**src/design/result_port_pkg.sv**
```systemverilog
// Constants for the serial result port of a sigma-delta converter.
// Assumes a single 40 MHz system clock and synchronous active-high reset.
// Behaviour
// - A fresh result is produced once every conversion period of 50.54 ms.
// - The shift clock's active edge is falling; data changes after it and the host samples on the following rising edge.
// - The result output starts being driven on the falling edge of select, never before it.
// - After select rises, the result output is released to high impedance after 10 to 80 ns; the code releases it 100 ns after the synchronised select rise.
// - After the shift clock returns inactive at the end of a read, the result output goes high.
// - In master mode the device makes the shift clock with half-crystal-period phases, one bit per cycle.
// - In master mode the first active edge follows output-low by one half to one and a half crystal periods.
package result_port_pkg;
   // ==========================================
   // Timing
   localparam int CLK_PERIOD_PS = 25000;
   localparam longint CONV_PERIOD_PS = 64'd50540000000; // 50.54 ms
   localparam int CONV_CYCLES = int'(CONV_PERIOD_PS / CLK_PERIOD_PS);
   localparam int CRYSTAL_HALF_PS = 15258800; // 30.5176 us / 2
   localparam int CRYSTAL_HALF_CYCLES = CRYSTAL_HALF_PS / CLK_PERIOD_PS;
   localparam int FIRST_EDGE_HALVES = 3; // Latest first master edge, in half crystal periods
   localparam int RELEASE_PS = 80000; // Longest relinquish, rounded down
   localparam int RELEASE_CYCLES = (RELEASE_PS / CLK_PERIOD_PS) > 0 ? RELEASE_PS / CLK_PERIOD_PS : 1;
   localparam int SYNC_FILL_CYCLES = 4; // Edges after reset until a pin synchroniser shows its pin
   // ==========================================
   // Word layout
   localparam int RESULT_BITS = 24;
   localparam logic [23:0] RESULT_RESET = 24'h800000; // Offset-binary zero
endpackage

```
**src/design/pin_sync.sv**
```systemverilog
// Three-stage synchroniser for a pin input.
// Assumes the pin is asynchronous to clk_sys.
`timescale 1ns/1ps
module pin_sync #(
   parameter logic INIT = 1'b0
) (
   // Clock and reset
   input wire logic clk_sys,
   input wire logic srst,
   // Pin and filtered level
   input wire logic pin,
   output logic level
);
   logic [2:0] stage;
   logic [2:0] next_stage;
   logic next_level;

   // Shift and accept a change when stages two and three agree
   always_comb begin
      next_stage = {stage[1:0], pin};
      next_level = (stage[2] == stage[1]) ? stage[2] : level;
   end

   always_ff @(posedge clk_sys) begin
      if (srst) begin
         stage <= {3{INIT}};
         level <= INIT;
      end else begin
         stage <= next_stage;
         level <= next_level;
      end
   end
endmodule

```
**src/design/result_port.sv**
```systemverilog
// Serial result port: conversion cadence, result shifter, master clock maker.
// Assumes select, shift clock in and mode strap are asynchronous pins.
`timescale 1ns/1ps
module result_port
   import result_port_pkg::*;
#(
   parameter int CONV_COUNT = CONV_CYCLES,
   parameter int HALF_COUNT = CRYSTAL_HALF_CYCLES,
   parameter int WIDTH = RESULT_BITS
) (
   // Clock and reset
   input wire logic clk_sys,
   input wire logic srst,
   // Converter result
   input wire logic [WIDTH-1:0] result_in,
   // Strap: high selects master mode
   input wire logic mode_master,
   // Host pins
   input wire logic sel_n,
   input wire logic sclk_in,
   output logic sclk_out,
   output logic sclk_oe_n,
   output logic dout,
   output logic dout_oe_n,
   // Status
   output logic result_ready
);
   typedef enum logic [1:0] {IDLE, WAIT_EDGE, SHIFT, DONE} shift_e;

   logic sel_n_s, sclk_s, strap_s;
   logic [31:0] conv_cnt, next_conv_cnt;
   logic [WIDTH-1:0] hold, next_hold;
   logic [WIDTH-1:0] shreg, next_shreg;
   logic [5:0] bitcnt, next_bitcnt;
   logic [15:0] half_cnt, next_half_cnt;
   logic [3:0] rel_cnt, next_rel_cnt;
   logic [2:0] fill_cnt, next_fill_cnt;
   logic [15:0] edge_wait, next_edge_wait;
   logic fresh, next_fresh;
   logic sclk_q, sel_q, master, next_master, strap_taken, next_strap_taken;
   logic next_sclk_out, next_sclk_oe_n, next_dout, next_dout_oe_n, next_ready;
   shift_e st, next_st;
   logic sclk_fall, sclk_rise, sel_fall, sel_rise, mclk_tick;

   // ==========================================
   // Pin synchronisers
   pin_sync #(.INIT(1'b1)) u_sel (.clk_sys(clk_sys), .srst(srst), .pin(sel_n), .level(sel_n_s));
   pin_sync #(.INIT(1'b1)) u_sclk (.clk_sys(clk_sys), .srst(srst), .pin(sclk_in), .level(sclk_s));
   pin_sync #(.INIT(1'b0)) u_strap (.clk_sys(clk_sys), .srst(srst), .pin(mode_master), .level(strap_s));

   // Edge detection on filtered levels
   assign sclk_fall = sclk_q & ~sclk_s;
   assign sclk_rise = ~sclk_q & sclk_s;
   assign sel_fall = sel_q & ~sel_n_s;
   assign sel_rise = ~sel_q & sel_n_s;
   assign mclk_tick = (half_cnt == 16'(HALF_COUNT - 1));

   // ==========================================
   // Next-state logic
   always_comb begin
      next_conv_cnt = conv_cnt;
      next_hold = hold;
      next_fresh = fresh;
      next_shreg = shreg;
      next_bitcnt = bitcnt;
      next_half_cnt = half_cnt;
      next_rel_cnt = rel_cnt;
      next_st = st;
      next_sclk_out = sclk_out;
      next_sclk_oe_n = sclk_oe_n;
      next_dout = dout;
      next_dout_oe_n = dout_oe_n;
      next_master = master;
      next_strap_taken = strap_taken;
      next_fill_cnt = fill_cnt;
      // strap latched once
      // The synchroniser restarts with reset, so wait until it shows the pin
      if (!strap_taken) begin
         if (fill_cnt == 3'(SYNC_FILL_CYCLES)) begin
            next_master = strap_s;
            next_strap_taken = 1'b1;
         end else begin
            next_fill_cnt = fill_cnt + 3'd1;
         end
      end
      // Cycles spent waiting for the first master edge
      next_edge_wait = (master && st == WAIT_EDGE) ? edge_wait + 16'd1 : 16'h0000;
      // Master clock phase counter
      next_half_cnt = mclk_tick ? 16'h0000 : half_cnt + 16'h0001;
      unique case (st)
         IDLE: begin
            if (sel_fall) begin
               next_dout_oe_n = 1'b0;
               next_dout = ~fresh;
               next_rel_cnt = '0;
               next_sclk_oe_n = ~master;
               next_sclk_out = 1'b1;
               if (fresh) begin
                  next_shreg = hold;
                  next_fresh = 1'b0;
                  next_bitcnt = '0;
                  next_half_cnt = '0;
                  next_st = WAIT_EDGE;
               end
            end else if (fresh && !sel_n_s && !dout_oe_n) begin
               // Result appears while already selected
               next_dout = 1'b0;
               next_shreg = hold;
               next_fresh = 1'b0;
               next_bitcnt = '0;
               next_half_cnt = '0;
               next_st = WAIT_EDGE;
            end
         end
         WAIT_EDGE, SHIFT: begin
            if (master) begin
               // half-period phases; first fall one half period after low
               if (mclk_tick) begin
                  next_sclk_out = ~sclk_out;
                  if (sclk_out) begin
                     next_dout = shreg[WIDTH-1];
                     next_shreg = {shreg[WIDTH-2:0], 1'b0};
                     next_bitcnt = bitcnt + 6'd1;
                     next_st = SHIFT;
                  end else if (bitcnt == 6'(WIDTH)) begin
                     next_st = DONE;
                  end
               end
            end else begin
               if (sclk_fall) begin
                  next_dout = shreg[WIDTH-1];
                  next_shreg = {shreg[WIDTH-2:0], 1'b0};
                  next_bitcnt = bitcnt + 6'd1;
                  next_st = SHIFT;
               end else if (sclk_rise && bitcnt == 6'(WIDTH)) begin
                  next_st = DONE;
               end
            end
         end
         DONE: begin
            // output high after clock returns inactive
            next_dout = 1'b1;
            next_sclk_out = 1'b1;
            next_st = IDLE;
         end
      endcase
      // conversion cadence
      // After the shifter, so a new result wins over a read that clears the flag
      if (conv_cnt == 32'(CONV_COUNT - 1)) begin
         next_conv_cnt = '0;
         next_hold = result_in;
         next_fresh = 1'b1;
      end else begin
         next_conv_cnt = conv_cnt + 32'd1;
      end
      if (sel_n_s && !dout_oe_n) begin
         if (sel_rise) begin
            next_rel_cnt = '0;
         end else if (rel_cnt == 4'(RELEASE_CYCLES - 1)) begin
            next_dout_oe_n = 1'b1;
            next_sclk_oe_n = 1'b1;
            next_dout = 1'b1;
            next_st = IDLE;
         end else begin
            next_rel_cnt = rel_cnt + 4'd1;
         end
      end
      next_ready = next_fresh;
   end

   // ==========================================
   // State registers
   always_ff @(posedge clk_sys) begin
      if (srst) begin
         conv_cnt <= '0;
         hold <= RESULT_RESET;
         fresh <= 1'b0;
         shreg <= '0;
         bitcnt <= '0;
         half_cnt <= '0;
         rel_cnt <= '0;
         st <= IDLE;
         sclk_out <= 1'b1;
         sclk_oe_n <= 1'b1;
         dout <= 1'b1;
         dout_oe_n <= 1'b1;
         master <= 1'b0;
         strap_taken <= 1'b0;
         fill_cnt <= '0;
         edge_wait <= '0;
         sclk_q <= 1'b1;
         sel_q <= 1'b1;
         result_ready <= 1'b0;
      end else begin
         conv_cnt <= next_conv_cnt;
         hold <= next_hold;
         fresh <= next_fresh;
         shreg <= next_shreg;
         bitcnt <= next_bitcnt;
         half_cnt <= next_half_cnt;
         rel_cnt <= next_rel_cnt;
         st <= next_st;
         sclk_out <= next_sclk_out;
         sclk_oe_n <= next_sclk_oe_n;
         dout <= next_dout;
         dout_oe_n <= next_dout_oe_n;
         master <= next_master;
         strap_taken <= next_strap_taken;
         fill_cnt <= next_fill_cnt;
         edge_wait <= next_edge_wait;
         sclk_q <= sclk_s;
         sel_q <= sel_n_s;
         result_ready <= next_ready;
      end
   end

   // ==========================================
   // Checks
   AST_DRIVE_ON_SEL: assert property (@(posedge clk_sys) disable iff (srst)
      sel_fall |=> !dout_oe_n) else $error("Output not driven after select fall");
   AST_RELEASE: assert property (@(posedge clk_sys) disable iff (srst)
      (sel_rise && !dout_oe_n) |-> ##[1:4] dout_oe_n) else $error("Output not released");
   AST_NO_EARLY_DRIVE: assert property (@(posedge clk_sys) disable iff (srst)
      (sel_n_s && $past(sel_n_s) && dout_oe_n) |=> dout_oe_n) else $error("Driven while deselected");
   AST_SLAVE_SHIFT: assert property (@(posedge clk_sys) disable iff (srst)
      (!master && st == SHIFT && sclk_fall && sel_n_s == 1'b0 && !sel_rise) |=> dout == $past(shreg[WIDTH-1]))
      else $error("Data did not change on falling edge");
   AST_DONE_HIGH: assert property (@(posedge clk_sys) disable iff (srst)
      (st == DONE) |=> dout) else $error("Output not high after read");
   AST_MCLK_PHASE: assert property (@(posedge clk_sys) disable iff (srst)
      (master && !sclk_oe_n && $changed(sclk_out) && st == SHIFT) |-> half_cnt == 16'h0000)
      else $error("Master clock phase wrong");
   AST_STRAP_FIXED: assert property (@(posedge clk_sys) disable iff (srst)
      strap_taken |=> $stable(master)) else $error("Mode changed");
   AST_CADENCE: assert property (@(posedge clk_sys) disable iff (srst)
      (conv_cnt == 32'(CONV_COUNT - 1)) |=> (fresh && conv_cnt == 32'd0)) else $error("Cadence wrong");
   AST_FIRST_EDGE: assert property (@(posedge clk_sys) disable iff (srst)
      (master && st == WAIT_EDGE) |-> edge_wait < 16'(FIRST_EDGE_HALVES * HALF_COUNT))
      else $error("First master edge late");
   AST_FIRST_EDGE_EARLY: assert property (@(posedge clk_sys) disable iff (srst)
      (master && st == SHIFT && $past(st) == WAIT_EDGE) |-> $past(edge_wait) >= 16'(HALF_COUNT - 1))
      else $error("First master edge early");
endmodule

```
**config.mk**
```make
export PLATFORM = sky130hd
export DESIGN_NAME = result_port
export DESIGN_NICKNAME = d
export VERILOG_FILES = /design/src/design/result_port_pkg.sv /design/src/design/pin_sync.sv /design/src/design/result_port.sv
export SDC_FILE = /design/constraint.sdc
export NUM_CORES = 1
export LEC_CHECK = 0
export BUFFER_PORTS_ARGS = -buffer_cell sky130_fd_sc_hd__buf_2
export CORE_MARGIN = 3
export CORE_UTILIZATION = 60
export DETAILED_ROUTE_END_ITERATION = 8
export PLACE_DENSITY = 0.9
export SKIP_CTS_REPAIR_TIMING = 1
export SLEW_MARGIN = 0
export SYNTH_ARGS = -nofsm -noshare
export SYNTH_HDL_FRONTEND = slang
export SYNTH_SLANG_ARGS = --single-unit
```
**constraint.sdc**
```tcl
create_clock -name clk_sys -period 3.1 [get_ports clk_sys]
set_input_delay 0.155 -clock clk_sys [delete_from_list [all_inputs] [get_ports clk_sys]]
set_output_delay 0.155 -clock clk_sys [all_outputs]
set_load 0.01 [all_outputs]
```
## Yosys cells after proc, flatten, opt, wreduce, memory -nomap -nowiden

Cells that the tools add are included.

- Bits in read-only memories: 0
- Latch bits: 0
- Memories kept: 0
- Output and inout port bits: 5
- RAM bits: 0
- Register bits: 132

- Equal/unequal tests: 19
- Add/sub/neg operators: 5
- Magnitude comparators: 0
- Div/mod/pow operators: 0
- Shift-type cells: 0
- Reduce and logical (&&, ||, !) cells: 17
- Bitwise logic cells: 13
- $mul: 0
- Mux-type cells: 69

Operators with widths:

| kind | count |
|---|---|
| 2-to-1 mux 24 bit | 7 |
| 2-to-1 mux 16 bit | 5 |
| one-hot mux 24 bit (2 select lines) | 1 |
| 2-to-1 mux 6 bit | 7 |
| adder 32 x 1 -> 32 bit (second input constant) | 1 |
| == test 32 x 21 -> 1 bit (second input constant) | 1 |
| 2-to-1 mux 1 bit | 28 |
| 2-to-1 mux 2 bit | 12 |
| 2-to-1 mux 4 bit | 5 |
| adder 16 x 1 -> 16 bit (second input constant) | 1 |
| == test 16 x 10 -> 1 bit (second input constant) | 1 |
| inequality test 3 bit (second input constant) | 5 |
| one-hot mux 6 bit (2 select lines) | 1 |
| inverter 1 bit | 9 |
| adder 6 x 1 -> 6 bit (second input constant) | 1 |
| == test 6 x 5 -> 1 bit (second input constant) | 1 |
| inequality test 2 bit (second input constant) | 3 |
| one-hot mux 1 bit (3 select lines) | 2 |
| one-hot mux 2 bit (3 select lines) | 1 |
| AND reduction 2 bit | 3 |
| AND reduction 6 bit | 1 |
| adder 4 x 1 -> 4 bit (second input constant) | 1 |
| AND 1 bit | 4 |
| == test 2 bit (second input constant) | 2 |
| 12 further kinds | 20 |

## Longest topological paths before layout

- Depth after elaboration: 10
- Gate-level depth with buffers: 9
- Depth with buffers taken out: 7

## Modules after synthesis

From an unflattened synthesis, not the netlist that was laid out.

- Cell total of the unflattened synthesis: 630
- Area total of the unflattened synthesis: 5751.8 µm²

By module, submodules not included:

| module | cells each | times used | area each (µm²) |
|---|---|---|---|
| result_port | 600 | 1 | 5408.9 |
| pin_sync (u_sclk ...) | 10 | 2 | 115.1 |
| pin_sync (u_strap) | 10 | 1 | 112.6 |

## Worst setup path before layout

No wires, ideal clock.

- Path kind: register to register
- Start: register half_cnt[3]
- End: register bitcnt[5]
- Stages on the path, launching flop included: 6
- Clock period less this slack: 2305 ps
- Slack: 795 ps
- Arrival time: 2231 ps
- Data required time: 3026 ps
- Cells stage by stage: dfxtp_1 -> or4_4 -> o41a_1 -> or3_1 -> or4_1 -> a31oi_1

- Word-level cells in the longest chain between the ends: 3

RTL lines:

| item | RTL line | source |
|---|---|---|
| start, declared | result_port.sv:35 | `logic [15:0] half_cnt, next_half_cnt;` |
| start signal, assigned | result_port.sv:200 | `half_cnt <= next_half_cnt;` |
| == test 16 x 10 -> 1 bit | result_port.sv:56 | `assign mclk_tick = (half_cnt == 16'(HALF_COUNT - 1));` |
| inequality test 3 bit (no line) | n/a |  |
| AND reduction 6 bit (no line) | n/a |  |
| end signal, assigned | result_port.sv:199 | `bitcnt <= next_bitcnt;` |
| end, declared | result_port.sv:34 | `logic [5:0] bitcnt, next_bitcnt;` |

Every way passes these cells.
A chain may end at the register's enable or synchronous reset.

## Worst setup path in the final report

- Start: register half_cnt[3]
- End: register shreg[21]

- Word-level cells in the longest chain between the ends: 3

RTL lines:

| item | RTL line | source |
|---|---|---|
| == test 16 x 10 -> 1 bit | result_port.sv:56 |  |
| inequality test 3 bit (no line) | n/a |  |
| AND reduction 6 bit (no line) | n/a |  |
| end signal, assigned | result_port.sv:198 | `shreg <= next_shreg;` |
| end, declared | result_port.sv:33 | `logic [WIDTH-1:0] shreg, next_shreg;` |

Every way passes these cells.

==> flow_summary_export.csv <==
group,metric,value,unit
clocking,path_clk_slew,60,ps
yosys,ys_ff_latch,132,
critical_path,cp-end-kind,"flip-flop",
critical_path,crit_start,"half_cnt[3]$_SDFF_PP0_",
clocking,cts_sinks,132,
floorplanning,die_area,0.01080,mm²
routing,ant_nets,0,
yosys,synth_nets,678,
yosys,synth_most_common_cell,"dfxtp_1",
final_layout,nets,731,
clocking,h-tree-depth,4,
sta,fmax,375.0,MHz
yosys,synth_edf_count,0,
clocking,insertion_delay,520,ps
routing,drc,0,
critical_path,r2r_slack,430,ps
run,maxCapViolCount,0,
routing,wl_per_cell,16.33,µm
final_layout,diodes,0,
global_route,grt_use_total,22.78,%
floorplanning,die_h,103.9,µm
sta,worst_pin_slew,1028,ps
sta,worst_slew_margin_rel,30.98,%
global_route,grt_pass1_vias,4559,
worst_hold_path,min-delay-start,"srst",
yosys,synth_top_cell_by_area,"dfxtp_1",
place,dp_hpwl,7.682,mm
sta,fin_skew,10.38,ps
global_route,overflow,0,
final_layout,postLayoutCellArea,0.006797,mm²
sta,fin_crit_sh,86.01,%
yosys,ys.warnings.count,0,
pwr,power,3686,µW
yosys,synth_fa_ha_area_share,2.392,%
yosys,synth_cell_type_count,50,
floorplanning,core_area,0.009284,mm²
critical_path,worstPathArrival,3070,ps
yosys,synth-simple-area-share,23.40,%
place,place_area,0.005998,mm²
global_route,antenna_found_initial,0,
floorplanning,io_pins,34,
sta,setup_viol,0,
yosys,synthFlopType,"dfxtp_1",
place,gp_congestion,0.8519,
status,status,"completed",
critical_path,cp_max_fo,49,
yosys,netlist_top_cells_count,"132 x dfxtp_1, 122 x nor2_1, 49 x mux2i_1",
critical_path,r2r_end,"shreg[21]$_SDFFE_PP0P_",
routing,firstDrtPassIters,5,
critical_path,worstSetupPathType,"flip-flop to flip-flop",
routing,wirelength,13.60,mm
final_layout,area_delta_synth_final,18.14,%
sta,maxSlewViolCount,0,
floorplanning,initial_utilization,61.97,%
critical_path,worstSetupEndpoint,"shreg[21]$_SDFFE_PP0P_",
yosys,synth_xor_xnor_area_share,7.155,%
critical_path,r2r-start,"half_cnt[3]$_SDFF_PP0_",
routing,num_vias,4892,
yosys,synth.top_cell.area_share,45.93,%
sta,finalSetupTns,0,ps
pwr,p_leak,0.002325,µW
yosys,synthMuxAreaShare,8.721,%
clocking,root_buffer,"clkbuf_8",
final_layout,drive_above_1_share,12.22,%
yosys,seq_area_frac_synth,45.93,%
yosys,synth_area,0.005753,mm²
yosys,synth.top_cells.by_area,"dfxtp_1 46%, mux2i_1 8.5%, nor2_1 8.0%, xnor2_1 4.1%, a211oi_1 3.3%",
global_route,grt_max_degree,51,
global_route,grt_pass1_wl,20.58,mm
yosys,synth-compound-area-share,8.939,%
sta,grt_setup_unrepaired,"false",
sta,hold_violations,0,
clocking,tritoncts,"done",
worst_hold_path,hp-class,"input pin to flip-flop",
critical_path,required,3500,ps
critical_path,reg2reg_depth,7,
yosys,avgSynthCellArea,9.017,µm²
critical_path,startpoint_type,"flip-flop",
floorplanning,die_w,103.9,µm
pwr,ir_drop,455.2,µV
yosys,ys_async_sr_fraction,0,%
clocking,numCtsBuffers,17,
floorplanning,rows,35,
place,io_buffers,33,
yosys,synthCells,638,
yosys,synth_top_family_by_area,"simple AND/OR/NAND/NOR gates",
pwr,power_density,542.3,mW/mm²
clocking,ctsLongestPathBuffers,2,
final_layout,postLayoutCoreUtil,73.21,%
routing,via_per_inst,5.873,
sta,period_minus_slack,2666,ps
routing,drt_iter0_markers,251,
-- metal layers --
| metal | track usage (%) | vias up | share of wire, % |
|---|---|---|---|
| met5 | 0 | - | 0 |
| met4 | 9.972 | 0 | 2.8 |
| met3 | 4.655 | 35 | 5.2 |
| met2 | 39.37 | 177 | 52 |
| met1 | 27.45 | 2345 | 40 |
| li1 | - | 2335 | - |
-- cell families (layout without fill, tap and decap cells) --
group / after synthesis / after routing
AND/OR/NAND/NOR: 273 / 273
XOR/XNOR: 47 / 47
AO/OA/AOI/OAI: 74 / 74
buffers and inverters: 51 / 117
adder cells (fa/ha/maj): 11 / 11
flip-flops: 132 / 132
multiplexers: 50 / 50
-- worst min path at each step --
stage | end | cells after the start
finish | fill_cnt[1]$_SDFFE_PP0P_ | 2
global route | fill_cnt[0]$_SDFFE_PP0P_ | 2
CTS | u_sel.stage[0]$_SDFF_PP1_ | 2
detailed placement | u_sel.stage[0]$_SDFF_PP1_ | 2
global placement | u_sclk.stage[0]$_SDFF_PP1_ | 2
floorplan | u_sclk.stage[0]$_SDFF_PP1_ | 1
-- through the flow --
stage | hold WS [ps] | worst slack [ps] | cells
6_report | 141.2 | 433.7 | 833
3_5_place_dp | 346.3 | 572.4 | 774
5_1_grt | 139.3 | 287.4 | 833
2_1_floorplan | 258.8 | 794.6 | 638
3_3_place_gp | 347.9 | 731.3 | 774
4_1_cts | -190.2 | 501.3 | 806
-- registers in the layout, summed over array words and instances, names as in the netlist, 2 cells and up --
signal and cells:
conv_cnt 32, hold 24, shreg 24, half_cnt 16
bitcnt 6, rel_cnt 4, fill_cnt 3, u_sclk.stage 3
u_sel.stage 3, u_strap.stage 3, st 2
-- cell type report --
type                            instances  area [µm²]
Tap cell                              129       161.4
Clock buffer                           21       449.2
Sequential cell                       132        2643
Inverter                               20       75.07
Clock inverter                         11       78.83
Multi-Input combinational cell        455        2917
Timing Repair Buffer                   65       473.0
Fill cell                             603        2487
-- cells in the final DEF, fill, tap and decap left out, types with 10 or more instances in the layout --
cell           synthesis  layout
dfxtp_1              132     132
nor4_1                10      10
nand2_1               26      26
nand3_1               28      28
a211oi_1              25      25
or2_2                 10      10
nor3_1                14      13
xor2_1                20      20
dlygate4sd3_1          0      27
a21oi_1               19      19
inv_1                 20      20
nor2_1               122     122
nand4_1               17      17
buf_2                  6      33
ha_1                  11      11
clkbuf_16              0      16
mux2i_1               49      49
xnor2_1               27      27
-- power breakdown --
part	internal (µW)	total (µW)	switching, µW
registers	1720	1750	24.9
logic	75.1	156	80.5
clock network	1030	1780	755
-- worst max-delay path, cell delays in order, from the launching register on --
cell and delay [ps]:
dfxtp_1 350, or4_4 580, o41ai_4 390, buf_4 220, o221a_2 190, buf_4 410, nor2_1 80, a211oi_1 320
No activity file was read; power rests on OpenSTA's default activity.
